## config.mk

```make
export PLATFORM = sky130hd
export DESIGN_NAME = program_option_bit_control
export DESIGN_NICKNAME = d
export VERILOG_FILES = /design/src/hdl/program_option_bit_control.v
export VERILOG_INCLUDE_DIRS = /design/src /design/src/shared
export SDC_FILE = /design/constraint.sdc
export NUM_CORES = 1
export LEC_CHECK = 0
export ABC_AREA = 1
export ABC_CLOCK_PERIOD_IN_PS = 1300
export BUFFER_PORTS_ARGS = -buffer_cell sky130_fd_sc_hd__buf_2
export CAP_MARGIN = 20
export CORE_ASPECT_RATIO = 1.2
export CORE_UTILIZATION = 47
export DETAILED_ROUTE_END_ITERATION = 10
export MAX_ROUTING_LAYER = met4
export PLACE_DENSITY = 0.9
export RECOVER_POWER = 25
export SYNTH_ARGS = -nofsm -noshare
export SYNTH_HDL_FRONTEND = slang
export SYNTH_SLANG_ARGS = --single-unit
```

## constraint.sdc

```tcl
create_clock -name hclk -period 1.3 [get_ports hclk]
set_input_delay 0.13 -clock hclk [delete_from_list [all_inputs] [get_ports hclk]]
set_output_delay 0.13 -clock hclk [all_outputs]
set_load 0.02 [all_outputs]
```

## src/shared/option_bits_defines.vh

```
// Constants for the program option bit controller.
// Assumes inclusion by bare name from the design file.
`ifndef OPTION_BITS_DEFINES_VH
`define OPTION_BITS_DEFINES_VH
// Option cell bit positions (a set bit means programmed)
`define OPT_LOW_NOISE_BIT   0
`define OPT_READ_PROT_BIT   1
`define OPT_LATCH_DIS_BIT   2
`define OPT_WDOG_EN_BIT     3
`define OPT_TEST_DIS_BIT    4
`define OPT_WIDTH           5
// Register byte offsets
`define REG_OPTIONS_OFS     12'h000
`define REG_STATUS_OFS      12'h004
`define REG_CONTROL_OFS     12'h008
// Field positions in the status register
`define STAT_PROG_MODE_BIT  0
`define STAT_TEST_MODE_BIT  1
`define STAT_READ_REF_BIT   2
`define STAT_PROG_REF_BIT   3
`define STAT_WDOG_RUN_BIT   4
`define STAT_CLK_DIV1_BIT   5
// Field positions in the control register
`define CTRL_WDOG_REQ_BIT   0
`define CTRL_TEST_REQ_BIT   1
// Reset values
`define OPTIONS_RST         32'h00000000
`define CONTROL_RST         32'h00000000
// Load cycles after reset release before options count as valid
`define LOAD_CYCLES         4'h3
`endif

```

## src/hdl/program_option_bit_control.v

```verilog
// Option bit controller: latches one-time option cells, decodes them,
// and steers clocking, read protection, latches, watchdog and mode entry.
// Assumes option cells and programming-mode pins arrive from outside the
// hclk domain; registers are reached over AHB-Lite (single word access).
//
// How it works
// Low-noise comes only from its option cell, never from a written register.
// Low-noise programmed bypasses the divide-by-two, so core and timer clocks run at osc_in.
// With low-noise the programmer-side clock must stay at or below 4 MHz (250 ns cycle); the controller does not check it and samples the pins every hclk.
// In programming mode osc_in is chip enable and four port bits take programmer roles.
// Read protection refuses every external read of program memory.
// Under read protection internal program-memory loads still run; external loads do not exist.
// Read protection and low-noise decode independently.
// Latch-disable turns off every input auto-latch at once.
// Watchdog-enable runs the watchdog from reset release, through halt and stop, unstoppable.
// Test-mode-disable blocks programming and factory test mode, refusing all programmer access.
// A new test-mode-disable value takes full effect only after the next power-up.
// With latch-disable clear the auto-latches are active by default.
// Options are captured into read-only latches at reset and stay fixed while running.
//
// Local design decisions: the address map and the AHB-Lite register port.
`timescale 1ns/10ps
`include "option_bits_defines.vh"
module program_option_bit_control #(
  parameter OPTW = `OPT_WIDTH
) (
  input  wire        hclk,
  input  wire        hresetn,
  input  wire        por_n,
  // AHB-Lite slave
  input  wire        hsel,
  input  wire [11:0] haddr,
  input  wire [1:0]  htrans,
  input  wire        hwrite,
  input  wire [2:0]  hsize,
  input  wire [31:0] hwdata,
  input  wire        hready,
  output reg  [31:0] hrdata,
  output reg         hreadyout,
  output reg         hresp,
  // Option cells and programming pins
  input  wire [4:0]  option_cells,
  input  wire        osc_in,
  input  wire        port3_bit1,
  input  wire        port3_bit2,
  input  wire        port3_bit3,
  input  wire        port0_bit2,
  input  wire        factory_test_req,
  input  wire        ext_read_req,
  input  wire        ext_prog_req,
  input  wire        load_program_mem,
  input  wire        load_program_mem_autoinc,
  // Decoded controls
  output reg         clk_div2_bypass,
  output reg         auto_latch_en,
  output reg         watchdog_run,
  output reg         watchdog_stoppable,
  output reg         prog_mode,
  output reg         factory_test_mode,
  output reg         ext_read_grant,
  output reg         ext_read_refused,
  output reg         ext_prog_grant,
  output reg         int_load_grant
);

  // Two-flop synchronisers for all pin-side inputs
  localparam NSYNC = OPTW + 8;
  wire [NSYNC-1:0] sync_in;
  reg  [NSYNC-1:0] sync1_q;
  reg  [NSYNC-1:0] sync2_q;
  assign sync_in = {option_cells, osc_in, port3_bit1, port3_bit2, port3_bit3,
                    port0_bit2, factory_test_req, ext_read_req, ext_prog_req};
  always @(posedge hclk or negedge hresetn) begin
    if (!hresetn) begin
      sync1_q <= {NSYNC{1'b0}};
      sync2_q <= {NSYNC{1'b0}};
    end else begin
      sync1_q <= sync_in;
      sync2_q <= sync1_q;
    end
  end
  wire [OPTW-1:0] cells_s  = sync2_q[NSYNC-1:8];
  wire chip_en_n_s         = sync2_q[7];        // osc_in acts as chip enable
  wire out_en_n_s          = sync2_q[6];        // port3_bit1
  wire prog_mode_select    = sync2_q[5];        // port3_bit2
  wire prog_volt_s         = sync2_q[4];        // port3_bit3
  wire program_strobe_n    = sync2_q[3];        // port0_bit2
  wire ftest_s             = sync2_q[2];
  wire rd_req_s            = sync2_q[1];
  wire pg_req_s            = sync2_q[0];

  // Option capture window: cells are sampled for a few cycles after reset
  reg [3:0]      load_cnt_q;
  reg [OPTW-1:0] opt_q;
  reg            test_dis_q;
  always @(posedge hclk or negedge hresetn) begin
    if (!hresetn) begin
      load_cnt_q <= 4'h0;
      opt_q      <= {OPTW{1'b0}};
    end else if (load_cnt_q != `LOAD_CYCLES) begin
      load_cnt_q <= load_cnt_q + 4'h1;
      opt_q      <= cells_s;
    end
  end
  wire opt_valid = (load_cnt_q == `LOAD_CYCLES);

  // Test-disable latched only on power-up, so a fresh value needs a power cycle
  reg por_seen_q;
  always @(posedge hclk or negedge por_n) begin
    if (!por_n) begin
      por_seen_q <= 1'b0;
      test_dis_q <= 1'b0;
    end else if (!por_seen_q && hresetn && opt_valid) begin
      por_seen_q <= 1'b1;
      test_dis_q <= opt_q[`OPT_TEST_DIS_BIT];
    end
  end

  // Independent decodes; each bit drives only its own control
  wire low_noise  = opt_q[`OPT_LOW_NOISE_BIT];
  wire read_prot  = opt_q[`OPT_READ_PROT_BIT];
  wire latch_dis  = opt_q[`OPT_LATCH_DIS_BIT];
  wire wdog_perm  = opt_q[`OPT_WDOG_EN_BIT];
  wire lockout    = test_dis_q | !por_seen_q;                // Closed until settled

  // Software watchdog and test request bits
  reg [1:0] ctrl_q;

  // Programming mode: chip enable low and mode select high, unless locked out
  wire pm_pins   = !chip_en_n_s && prog_mode_select;
  wire pm_active = pm_pins && !lockout && opt_valid;
  wire ft_active = (ftest_s | ctrl_q[`CTRL_TEST_REQ_BIT]) && !lockout && opt_valid;

  // Decoded outputs, all registered
  always @(posedge hclk or negedge hresetn) begin
    if (!hresetn) begin
      clk_div2_bypass    <= 1'b0;
      auto_latch_en      <= 1'b1;
      watchdog_run       <= 1'b0;
      watchdog_stoppable <= 1'b1;
      prog_mode          <= 1'b0;
      factory_test_mode  <= 1'b0;
      ext_read_grant     <= 1'b0;
      ext_read_refused   <= 1'b0;
      ext_prog_grant     <= 1'b0;
      int_load_grant     <= 1'b0;
    end else begin
      clk_div2_bypass    <= opt_valid && low_noise;
      auto_latch_en      <= !(opt_valid && latch_dis);
      // Permanent watchdog ignores halt/stop and the software bit
      watchdog_run       <= opt_valid && (wdog_perm || ctrl_q[`CTRL_WDOG_REQ_BIT]);
      watchdog_stoppable <= !(opt_valid && wdog_perm);
      prog_mode          <= pm_active;
      factory_test_mode  <= ft_active;
      // Read: output enable low, strobe high, in programming mode
      ext_read_grant     <= pm_active && rd_req_s && !out_en_n_s && program_strobe_n
                            && !read_prot;
      ext_read_refused   <= rd_req_s && (read_prot || !pm_active);
      // Program: strobe low with programming voltage present
      ext_prog_grant     <= pm_active && pg_req_s && !program_strobe_n && prog_volt_s;
      // Internal loads are unaffected by protection
      int_load_grant     <= opt_valid && (load_program_mem || load_program_mem_autoinc);
    end
  end

  // AHB-Lite slave: zero wait states, always OKAY
  reg        wr_pend_q;
  reg [11:0] wr_addr_q;
  wire       acc = hsel && hready && htrans[1];
  always @(posedge hclk or negedge hresetn) begin
    if (!hresetn) begin
      wr_pend_q <= 1'b0;
      wr_addr_q <= 12'h000;
      hreadyout <= 1'b1;
      hresp     <= 1'b0;
    end else begin
      wr_pend_q <= acc && hwrite;
      if (acc)
        wr_addr_q <= haddr;
      hreadyout <= 1'b1;
      hresp     <= 1'b0;
    end
  end

  // Writes land in control only; options register is read-only
  always @(posedge hclk or negedge hresetn) begin
    if (!hresetn)
      ctrl_q <= 2'b00;
    else if (wr_pend_q && wr_addr_q == `REG_CONTROL_OFS)
      ctrl_q <= hwdata[1:0];
  end

  // Read data registered at address phase; unmapped reads as zero
  wire [31:0] status_w = {26'h0000000, clk_div2_bypass, watchdog_run,
                          ext_prog_grant, ext_read_refused, factory_test_mode, prog_mode};
  always @(posedge hclk or negedge hresetn) begin
    if (!hresetn)
      hrdata <= 32'h00000000;
    else if (acc && !hwrite) begin
      case (haddr)
        `REG_OPTIONS_OFS: hrdata <= {26'h0000000, opt_valid, opt_q};
        `REG_STATUS_OFS:  hrdata <= status_w;
        `REG_CONTROL_OFS: hrdata <= {30'h00000000, ctrl_q};
        default:          hrdata <= 32'h00000000;
      endcase
    end
  end

endmodule

```

==> flow_summary_export.csv <==
group,metric,value,unit
pwr,power,4.499,mW
floorplan,die_w,71.62,um
final_layout,n_antenna_cell,0,
floorplan,design.core.area,5630,sq um
yosys,synth_top_family_by_area,"simple AND/OR/NAND/NOR gates",
critical_path,cp-end-kind,"register",
placed_design,gp_congestion,0.8656,
sta,timing.hold.ws,18.35,ps
detailed_routing,vias_per_cell,4.590,
sta,hold_violations,0,
sta,tns,0,ps
floorplan,die-area,6127,sq um
run_status,status,"finished clean",
critical_path,worstPathCellList,"dlygate4sd3_1 > buf_2 > nor2_2 > nand2_2 > nor2_4 > nand3_2 > nand3_2 > nand2_1 > nand2_1",
global_route,grt_usage,0.1927,
sta,setup_violations,0,
yosys,synth_fa_ha_area_frac,0.004577,
detailed_routing,via_count,1946,
sta,fmax,0.7856,GHz
yosys,synth_ff_type,"dfrtp_1",
detailed_routing,antenna_left,0,
placed_design,hpwl,3437,um
final_layout,layout_common_cells,"nand2_1 (78), dfrtp_1 (66), buf_2 (47)",
critical_path,r2r_start,"load_cnt_q[0]",
yosys,synth-xor-area-share,0.006407,
yosys,synthArstFlopShare,1.000,
yosys,synth_cell_type_count,26,
global_route,grt_pass1_vias,1908,
pwr,peakVddDrop,1.138,mV
floorplan,fp.dieH,85.55,um
sta,finalCriticalPeriod,1273,ps
clock_network,cts_tree,"yes",
yosys,syn-instance-count,267,
yosys,syn_area,2734,sq um
critical_path,worstPathMaxFanout,6,
clock_network,cts_buffer_depth,2,
clock_network,htreeDepth,3,
clock_network,clk_latency,340,ps
sta,worst_pin_slew,577.6,ps
yosys,ys_seq_elements,68,
detailed_routing,drc_errors,0,
critical_path,cp-start-kind,"input pin",
global_route,grt_max_degree,48,
critical_path,required,1590,ps
final_layout,areaGrowthSynthToFinish,28.88,%
detailed_routing,first_iter_violations,149,
clock_network,numCtsBuffers,9,
critical_path,startpoint,"haddr[5]",
critical_path,critPathKind,"in -> reg",
clock_network,root_buffer,"clkbuf_8",
yosys,syn_area_per_cell,10.24,sq um
floorplan,io_pins,114,
yosys,yosysWarnings,0,
floorplan,rows,30,
flow_run,maxCapViolCount,0,
sta,skew,5.192,ps
global_route,grt_first_pass_wirelength,8473,um
yosys,synth_edf_count,0,
critical_path,cp_slowest_stage_delay,530,ps
detailed_routing,wl_per_cell,12.59,um
yosys,synthMuxAreaShare,0,
sta,fin_crit_sh,0.9792,
final_layout,final_common_cell,"nand2_1",
global_route,antenna_found_initial,0,
clock_network,clk_pin_slew_worst_paths,80,ps
clock_network,clock-sinks,68,
final_layout,nets,426,
pwr,leakagePower,1.787,nW
detailed_routing,drt-pass1-iter-count,6,
yosys,synth-simple-area-share,0.2339,
placed_design,io_buffers,51,
sta,slew_viol_final,0,
critical_path,arrival,1560,ps
sta,slew_headroom,0.6149,
critical_path,cp_slowest_cell,"dlygate4sd3_1",
yosys,synth_compound_area_frac,0.01876,
final_layout,drive_above_1_share,0.3056,
worst_hold_path,worstHoldStart,"haddr[10]",
pwr,powerDensity,1277,nW/um^2
yosys,ys_seq_area_frac,0.6233,
floorplan,floorplan.initialDensity,0.4856,
detailed_routing,wl,5340,um
worst_hold_path,hold_class,"in -> reg",
global_route,globalRouteOverflowTotal,0,
worst max-delay path, delay by kind of cell:
| kind | cells | cell delay [ps] |
|---|---|---|
| and+or+nand+nor | 7 | 780 |
| buffers and inverters | 2 | 660 |
where the power goes:
part | internal (mW) | switching, mW | total [mW]
Sequential | 2.24 | 0.0728 | 2.31
Clock | 0.917 | 0.853 | 1.77
Combinational | 0.151 | 0.264 | 0.415
Total | 3.31 | 1.19 | 4.50
per-stage QoR:
| stage | util | instances | area (sq um) | worst slack (ps) |
|---|---|---|---|---|
| after floorplan | - | 293 | 2831 | 104.7 |
| after global placement | 0.5289 | 383 | 2978 | 36.20 |
| after detailed placement | 0.5289 | 383 | 2978 | -47.33 |
| after CTS | 0.6111 | 424 | 3441 | -2.768 |
| after global routing | 0.6258 | 424 | 3523 | -36.44 |
| final | 0.6258 | 424 | 3523 | 27.07 |
what timing repair did:
action                     in CTS  in global routing
setup buffers                   2                  2
hold buffers                   23                  0
setup endpoints to repair       7                 16
hold endpoints to repair       87                  0
gates resized for setup         3                 19
pin swaps                       4                 12
cells in the mapped netlist (2+ instances only):
| cell type | n | area share |
|---|---|---|
| o21ai_0 | 5 | 0.0092 |
| buf_4 | 28 | 0.077 |
| dfrtp_1 | 66 | 0.60 |
| xnor2_1 | 2 | 0.0064 |
| nor2_2 | 4 | 0.0092 |
| nor2_4 | 4 | 0.016 |
| nand2_2 | 3 | 0.0069 |
| conb_1 | 2 | 0.0027 |
| nand3_2 | 3 | 0.011 |
| dfstp_2 | 2 | 0.019 |
| inv_2 | 5 | 0.0069 |
| o21ai_2 | 3 | 0.0096 |
| nand3_1 | 19 | 0.035 |
| nand2_1 | 80 | 0.11 |
| inv_1 | 14 | 0.019 |
| nor2_1 | 17 | 0.023 |
path summary, 6_finish.rpt:
| kind | end | slack (ps) | depth (start not counted) |
|---|---|---|---|
| max | hrdata[0] | 30 | 9 |
| min | wr_addr_q[10] | 20 | 3 |
| max reg2reg | opt_q[4] | 40 | 7 |
| min reg2reg | sync2_q[2] | 350 | 0 |
| max in group asynchronous | sync1_q[3] | 360 | 3 |
| min in group asynchronous | test_dis_q | 120 | 2 |
final cells by class:
type / instances / area, sq um
sequential: 68 / 1704
multi-input combinational: 175 / 910.9
clock inverter: 7 / 83.83
clock buffer: 9 / 123.9
tap: 64 / 80.08
fill: 447 / 2107
inverter: 20 / 82.58
timing repair buffer: 81 / 538.0
sequential cells by signal, indices dropped and copies added, names as in the netlist, 2 cells and up:
name and cells:
sync1_q 13, sync2_q 13, load_cnt_q 4, wr_addr_q 12, hrdata 6, opt_q 5, ctrl_q 2
per-layer routing:
metal,track usage,routed length [um],up-vias
met4,0.08021,50,0
met1,0.2062,2094,934
met3,0.05993,255,6
met2,0.3293,2939,60
met5,-,0,-
li1,-,-,946
kinds of logic after synthesis:
family | Yosys count
simple gates | 136
flops | 68
buf+inv | 50
compound gates | 8
xor+xnor | 2
other cells | 2
fa+ha+maj | 1
Power figures use the tool's default switching activity.
